$ cat src/shared/lpst_pkg.sv
package lpst_pkg;

    // =====================================================================
    // widths
    localparam int LANES      = 4;
    localparam int BITS_LANE  = 7;
    localparam int WORD_W     = 28;
    localparam int FIFO_DEPTH = 4;

    // =====================================================================
    // timing
    localparam int CLK_HZ          = 40000000;
    localparam int LOCK_TIME_US    = 1;
    // least time, rounded down to whole cycles by integer division
    localparam int LOCK_CYCLES     = (LOCK_TIME_US * (CLK_HZ / 1000000) + 0);
    localparam int LOCK_CNT_W      = 16;
    localparam int PERIOD_CNT_W    = 12;
    localparam int MAX_PERIOD      = 4095;
    localparam int SLOT_W          = 3;
    localparam int HALF_CLK_SLOT   = 3;
    localparam int FRAC_W          = 16;

    // =====================================================================
    // states
    typedef enum logic [2:0]
    {
        LPST_OFF    = 3'b001,
        LPST_LOCK   = 3'b010,
        LPST_RUN    = 3'b100
    } lpst_state_t;

endpackage

$ cat src/logic/lpst_fifo.sv
`timescale 1ns/100ps

module lpst_fifo
#(
    parameter int WIDTH = 28,
    parameter int DEPTH = 4
)
(
    input  wire logic             clk_i,
    input  wire logic             nrst_i,
    input  wire logic             clear_i,
    input  wire logic [WIDTH-1:0] wdata_i,
    input  wire logic             wvalid_i,
    output logic                  wready_o,
    output logic      [WIDTH-1:0] rdata_o,
    output logic                  rvalid_o,
    input  wire logic             rready_i
);

    localparam int AW = $clog2(DEPTH);

    typedef struct packed
    {
        logic [DEPTH-1:0][WIDTH-1:0] mem;
        logic [AW-1:0]               wp;
        logic [AW-1:0]               rp;
        logic [AW:0]                 cnt;
    } lpst_fifo_st_t;

    lpst_fifo_st_t st;
    lpst_fifo_st_t next_st;
    logic          push;
    logic          pop;

    // =====================================================================
    // handshakes
    assign wready_o = (st.cnt != (AW+1)'(DEPTH));
    assign rvalid_o = (st.cnt != '0);
    assign rdata_o  = st.mem[st.rp];
    assign push     = wvalid_i && wready_o;
    assign pop      = rready_i && rvalid_o;

    // next state; clear drops everything held
    always_comb
    begin
        next_st = st;
        if (push)
        begin
            next_st.mem[st.wp] = wdata_i;
            next_st.wp         = (st.wp == AW'(DEPTH-1)) ? '0 : st.wp + 1'b1;
        end
        if (pop)
            next_st.rp = (st.rp == AW'(DEPTH-1)) ? '0 : st.rp + 1'b1;
        next_st.cnt = st.cnt + (AW+1)'(push) - (AW+1)'(pop);
        if (clear_i)
            next_st = '0;
    end

    always_ff @(posedge clk_i or negedge nrst_i)
    begin
        if (!nrst_i)
            st <= '0;
        else
            st <= next_st;
    end

endmodule

$ cat src/logic/lpst_tx.sv
`timescale 1ns/100ps

// What this block does
// - Four independent 7-bit registers each load in parallel from the captured word and shift out on their own lane.
// - A serial bit slot rate of seven times the pixel clock is derived, one slot per register bit each pixel period.
// - Each pixel period carries 28 input bits over five output pairs, four data and one clock.
// - Every input bit 0 through 27 is captured on the selected pixel clock edge.
// - Edge select high captures on the rising edge, low on the falling edge.
// - While shutdown is low the internal clocking stops and all pair drivers are off.
// - Shutdown low forces every internal register but the input syncs, shift registers included, to zero; the state machine goes to OFF.

module lpst_tx
(
    input  wire logic                         clk_i,
    input  wire logic                         nrst_i,
    input  wire logic                         pixel_clock_in_i,
    input  wire logic                         capture_edge_select_i,
    input  wire logic                         shutdown_clear_n_i,
    input  wire logic [lpst_pkg::WORD_W-1:0]  parallel_input_i,
    output logic      [lpst_pkg::LANES-1:0]   data_lane_o,
    output logic                              clock_lane_o,
    output logic                              driver_enable_o,
    output logic                              link_locked_o,
    output logic                              fifo_overflow_o
);

    // =====================================================================
    // state
    typedef struct packed
    {
        logic [1:0]                                   pclk_sync;
        logic [1:0]                                   edge_sync;
        logic [1:0]                                   shdn_sync;
        logic                                         pclk_prev;
        logic [lpst_pkg::WORD_W-1:0]                  din_s1;
        logic [lpst_pkg::WORD_W-1:0]                  din_s2;
        lpst_pkg::lpst_state_t                        fsm;
        logic [lpst_pkg::PERIOD_CNT_W-1:0]            period_cnt;
        logic [lpst_pkg::PERIOD_CNT_W-1:0]            period;
        logic                                         period_ok;
        logic [lpst_pkg::FRAC_W-1:0]                  phase;
        logic [lpst_pkg::SLOT_W-1:0]                  slot;
        logic [lpst_pkg::LOCK_CNT_W-1:0]              lock_cnt;
        logic [lpst_pkg::LANES-1:0][lpst_pkg::BITS_LANE-1:0] shreg;
        logic [lpst_pkg::LANES-1:0]                   lane;
        logic                                         clk_lane;
        logic                                         drv_en;
        logic                                         locked;
        logic                                         ovf;
    } lpst_st_t;

    lpst_st_t                    st;
    lpst_st_t                    next_st;
    logic                        pclk_rise;
    logic                        pclk_fall;
    logic                        cap_edge;
    logic                        run;
    logic                        fifo_wready;
    logic                        fifo_rvalid;
    logic [lpst_pkg::WORD_W-1:0] fifo_rdata;
    logic                        load;
    logic [lpst_pkg::FRAC_W:0]   phase_sum;
    logic [lpst_pkg::FRAC_W-1:0] step;

    // =====================================================================
    // edge detection on the twice-synced pixel clock
    assign pclk_rise = st.pclk_sync[1] && !st.pclk_prev;
    assign pclk_fall = !st.pclk_sync[1] && st.pclk_prev;
    assign cap_edge  = st.edge_sync[1] ? pclk_rise : pclk_fall;
    assign run       = st.shdn_sync[1];

    // slot pulse at 7x pixel rate: phase accumulator step = 7*2^16/period
    assign step      = (st.period_ok && st.period != '0)
                     ? lpst_pkg::FRAC_W'((32'(lpst_pkg::BITS_LANE) << lpst_pkg::FRAC_W) / 32'(st.period))
                     : '0;
    assign phase_sum = {1'b0, st.phase} + {1'b0, step};

    // a word loads into the shifters at the start of each seven-slot group
    assign load      = (st.fsm != lpst_pkg::LPST_OFF) && phase_sum[lpst_pkg::FRAC_W]
                     && (st.slot == lpst_pkg::SLOT_W'(lpst_pkg::BITS_LANE - 1));

    // captured words wait here; slack absorbs jitter between the edge and the slot grid
    lpst_fifo
    #(
        .WIDTH (lpst_pkg::WORD_W),
        .DEPTH (lpst_pkg::FIFO_DEPTH)
    )
    u_fifo
    (
        .clk_i    (clk_i),
        .nrst_i   (nrst_i),
        .clear_i  (!run),
        .wdata_i  (st.din_s2),
        .wvalid_i (run && cap_edge),
        .wready_o (fifo_wready),
        .rdata_o  (fifo_rdata),
        .rvalid_o (fifo_rvalid),
        .rready_i (load)
    );

    // =====================================================================
    // next state
    always_comb
    begin
        next_st              = st;
        next_st.pclk_sync    = {st.pclk_sync[0], pixel_clock_in_i};
        next_st.edge_sync    = {st.edge_sync[0], capture_edge_select_i};
        next_st.shdn_sync    = {st.shdn_sync[0], shutdown_clear_n_i};
        next_st.din_s1       = parallel_input_i;
        next_st.din_s2       = st.din_s1;  // all 28 bits, aligned with the clock sync
        next_st.pclk_prev    = st.pclk_sync[1];

        // pixel period measured between rising edges
        if (pclk_rise)
        begin
            next_st.period     = st.period_cnt;
            next_st.period_ok  = (st.period_cnt != '0);
            next_st.period_cnt = lpst_pkg::PERIOD_CNT_W'(1);
        end
        else if (st.period_cnt != lpst_pkg::PERIOD_CNT_W'(lpst_pkg::MAX_PERIOD))
            next_st.period_cnt = st.period_cnt + 1'b1;
        else
            next_st.period_ok  = 1'b0;  // pixel clock stalled

        // slot generator
        next_st.phase = phase_sum[lpst_pkg::FRAC_W-1:0];
        if (phase_sum[lpst_pkg::FRAC_W])
        begin
            if (st.slot == lpst_pkg::SLOT_W'(lpst_pkg::BITS_LANE - 1))
                next_st.slot = '0;
            else
                next_st.slot = st.slot + 1'b1;
            // shift out lsb first; load on group boundary
            for (int i = 0; i < lpst_pkg::LANES; i++)
            begin
                if (load)
                begin
                    next_st.shreg[i] = fifo_rvalid ? fifo_rdata[i*lpst_pkg::BITS_LANE +: lpst_pkg::BITS_LANE] : '0;
                    next_st.lane[i]  = next_st.shreg[i][0];
                    next_st.shreg[i] = next_st.shreg[i] >> 1;
                end
                else
                begin
                    next_st.lane[i]  = st.shreg[i][0];
                    next_st.shreg[i] = st.shreg[i] >> 1;
                end
            end
            // clock pair high for slots 3 to 5 of each group, low for slots 0 to 2 and 6
            next_st.clk_lane = (next_st.slot < lpst_pkg::SLOT_W'(lpst_pkg::HALF_CLK_SLOT))
                            || (next_st.slot == lpst_pkg::SLOT_W'(lpst_pkg::BITS_LANE - 1)) ? 1'b0 : 1'b1;
        end

        if (cap_edge && run && !fifo_wready)
            next_st.ovf = 1'b1;

        // lock sequence
        case (st.fsm)
            lpst_pkg::LPST_OFF:
            begin
                next_st.fsm = lpst_pkg::LPST_LOCK;
            end
            lpst_pkg::LPST_LOCK:
            begin
                next_st.drv_en = 1'b1;
                if (!st.period_ok)
                    next_st.lock_cnt = '0;
                else if (st.lock_cnt == lpst_pkg::LOCK_CNT_W'(lpst_pkg::LOCK_CYCLES))
                begin
                    next_st.fsm    = lpst_pkg::LPST_RUN;
                    next_st.locked = 1'b1;
                end
                else
                    next_st.lock_cnt = st.lock_cnt + 1'b1;
            end
            lpst_pkg::LPST_RUN:
            begin
                // output stays invalid until the slot grid tracks the pixel clock
                if (!st.period_ok)
                begin
                    next_st.fsm      = lpst_pkg::LPST_LOCK;
                    next_st.locked   = 1'b0;
                    next_st.lock_cnt = '0;
                end
            end
            default:
            begin
                next_st.fsm = lpst_pkg::LPST_OFF;
            end
        endcase

        // shutdown stops clocking, drivers off, all registers cleared; syncs keep running
        if (!run)
        begin
            next_st           = '0;
            next_st.fsm       = lpst_pkg::LPST_OFF;
            next_st.pclk_sync = {st.pclk_sync[0], pixel_clock_in_i};
            next_st.edge_sync = {st.edge_sync[0], capture_edge_select_i};
            next_st.shdn_sync = {st.shdn_sync[0], shutdown_clear_n_i};
        end
    end

    // =====================================================================
    // registers
    always_ff @(posedge clk_i or negedge nrst_i)
    begin
        if (!nrst_i)
        begin
            st     <= '0;
            st.fsm <= lpst_pkg::LPST_OFF;
        end
        else
            st <= next_st;
    end

    // outputs from flip-flops
    assign data_lane_o     = st.lane;
    assign clock_lane_o    = st.clk_lane;
    assign driver_enable_o = st.drv_en;
    assign link_locked_o   = st.locked;
    assign fifo_overflow_o = st.ovf;

endmodule

$ cat config.mk
export PLATFORM = sky130hd
export DESIGN_NAME = lpst_tx
export DESIGN_NICKNAME = d
export VERILOG_FILES = /design/src/shared/lpst_pkg.sv /design/src/logic/lpst_fifo.sv /design/src/logic/lpst_tx.sv
export SDC_FILE = /design/constraint.sdc
export NUM_CORES = 1
export LEC_CHECK = 0
export ABC_AREA = 1
export BUFFER_PORTS_ARGS = -buffer_cell sky130_fd_sc_hd__buf_2
export CORE_ASPECT_RATIO = 1.25
export CORE_MARGIN = 5
export CORE_UTILIZATION = 50
export DETAILED_ROUTE_END_ITERATION = 6
export GPL_TIMING_DRIVEN = 0
export PLACE_DENSITY_LB_ADDON = 0.05
export SKIP_LAST_GASP = 1
export SLEW_MARGIN = 0
export SYNTH_ARGS = -nofsm -noshare
export SYNTH_HDL_FRONTEND = slang
export SYNTH_SLANG_ARGS = --single-unit
$ cat constraint.sdc
create_clock -name clk_i -period 101.8 [get_ports clk_i]
set_input_delay 15.27 -clock clk_i [delete_from_list [all_inputs] [get_ports clk_i]]
set_output_delay 15.27 -clock clk_i [all_outputs]
set_load 0.03 [all_outputs]
==> results.md <==
- Status: finished with violations
- Failing checks: design-rule violations
- CP max stage cell: buf_1
- FILL cells: 8,006
- Worst R2R Setup Slack: 20,430 ps
- Vias in the first global route: 37,200
- Worst Skew: 31.1 ps
- Die area: 83,400 µm²
- Worst skew pair latency: 570 ps
- Detail Route Antenna Nets: 0
- Share of async-settable or async-resettable flops after synthesis: 100%
- Post-synth EDFFs: 0
- Synth top area share: 17.8%
- Core Area: 77,200 µm²
- Cell variety after synth: 92
- 1st-iter DRT viols: 2,342
- Final period util: 79.9%
- Slew of the pin with the lowest slew margin: 923 ps
- Yosys top cell by area: dfrtp_1
- Total wire length: 114 mm
- CTS Hold Buffers Added: 0
- Setup bufs post-CTS: 0
- H-tree levels: 1
- CTS resizes: 0
- Maximum fanout along the worst path: 12
- Starting Density: 50.3%
- IO Count: 41
- Synth area leaders: dfrtp_1, nand2_1, ha_1
- Chip Width: 259 µm
- Final Util: 53.7%
- Global-route wire length before repair: 185 mm
- Max Cap Viol: 0
- Drt pass-1 iters: 7
- RR Startpoint: st[72]
- HPWL Detailed: 91.5 mm
- Worst-case hold path end point: run
- Drt via density: 5.41
- Syn nets: 6,298
- Register area share after synthesis: 17.9%
- Crit path DAT: 81,780 ps
- GRT Util Overall: 26.3%
- Synth Instances: 5,951
- Reg2reg end: st[9]
- DR vias: 38,400
- Clk root buf: clkbuf_16
- CP most frequent cell: nand2_1
- Routed len/inst: 16.0 µm
- RSZ-0062 raised after global routing: no
- Slowest stage delay, CP: 710 ps
- Ant. Diodes: 0
- HP Class: reg2reg
- Row count: 114
- P&R area growth vs syn: 6.76%
- Max Root-Sink Buffers: 3
- Fmax: 0.0123 GHz
- Setup violators final: 0
- CTS sink count: 277
- Yosys reg bits: 277
- Syn Area/Cell: 6.52 µm²
- CP Capture Type: flip-flop
- Share of layout cells above drive strength 1: 12.0%
- Synthesized area: 38,800 µm²
- Crit Path Category: reg2reg
- Tmin final: 81,370 ps
- Startpoint Class: flip-flop
- Post-route DRC: 5
- Antenna violations before repair: 1
- # port buffers: 40
- Total CTS buffers: 27
- Synth Warn #: 0
- Hold path depth: 0
- R2r worst-path depth: 463
- Largest net degree at the start of global routing: 122
- Clock transition at path regs: 60 ps
- Max_slew headroom: 38.4%
- Data required, critical path: 102,210 ps
- Final Max Tran Viols: 0
- Routability cong.: 0.899
- HP Start: st[156]
- Non-filler cells, final: 7,094
- Die extent in y: 322 µm
- GR Overflow Total: 0
- Placed Instances: 7,043
- Fin nets: 6,376
- Fin. Hold Viols: 0
- Clock tree from TritonCTS: yes
- Setup TNS: 0 ps
- Prevailing post-synth register cell: dfrtp_1
## cells in the final DEF (no fill, tap or decap), drive strengths merged, types with 117 or more instances in the layout
cell / instances
nand4: 139
nand2: 1492
buf: 117
ha: 312
dfrtp: 276
clkbuf: 129
nor2: 581
nand3: 524
inv: 841
a21oi: 347
o21ai: 555
xor2: 189
## cell families (layout without fill, tap and decap cells)
logic type      Yosys count  in the layout  share of synthesized area (%)
simple gates           2920           2920                           37.8
compound gates         1117           1117                           16.3
buf+inv                1032           1131                           11.3
fa+ha+maj               314            314                           10.2
xor+xnor                291            291                           6.64
flops                   277            277                           17.9
## metal layers
layer / GRT usage, % / part of all wire [%]
met2: 49.6 / 50
met3: 1.79 / 3.5
met4: 7.75 / 3.2
met5: 0 / 0.011
met1: 32.2 / 43
## worst max path at each step
stage,endpoint,depth (start not counted),startpoint
final,st[9],463,st[72]
after global routing,st[9],466,st[72]
after CTS,st[9],463,st[72]
after detailed placement,st[9],463,st[72]
after global placement,st[19],462,st[72]
after floorplan,u_fifo.st[2],465,st[72]
## per-stage QoR
step	instance area (µm²)	hold slack (ps)	setup slack [ps]
after global placement	40300	340	21150
after floorplan	38800	331	37060
after detailed placement	40500	335	20660
after global routing	41400	358	12250
final	41400	356	20430
after CTS	41400	357	20430
## Yosys cell counts (all sizes together) (33+ instances only)
master and number:
clkbuf 89, inv 840, a21oi 347, o21bai 33, o21ai 555, nand3 524
xnor2 102, xor2 189, nor2 581, nand2 1492, o22ai 66, nand4 139
buf 68, ha 312, nor3 102, dfrtp 276
## sequential cells by signal (all words and copies together), names as in the netlist
register,cells
run,1
data_lane_o,4
st,149
driver_enable_o,1
clock_lane_o,1
u_fifo.st,119
link_locked_o,1
fifo_overflow_o,1
## cell type report
type / instances / area, µm² / area share [%]
Multi-Input combinational cell: 4642 / 27500 / 66.4
Sequential cell: 277 / 6930 / 16.7
Inverter: 873 / 3410 / 8.22
Tap cell: 1044 / 1310 / 3.15
Buffer: 159 / 963 / 2.32
Clock buffer: 40 / 774 / 1.87
Timing Repair Buffer: 49 / 435 / 1.05
Clock inverter: 10 / 106 / 0.257
## critical path, delay by kind of cell (launching register included)
kind / cells / cell delay (ps)
simple gates: 183 / 21940
compound gates: 148 / 27440
flops: 1 / 390
fa+ha+maj: 33 / 11500
buf+inv: 99 / 19670
Power is left out: the tool's default activity adds up to more than one toggle a clock period on the data nets, which glitch-free logic cannot reach.
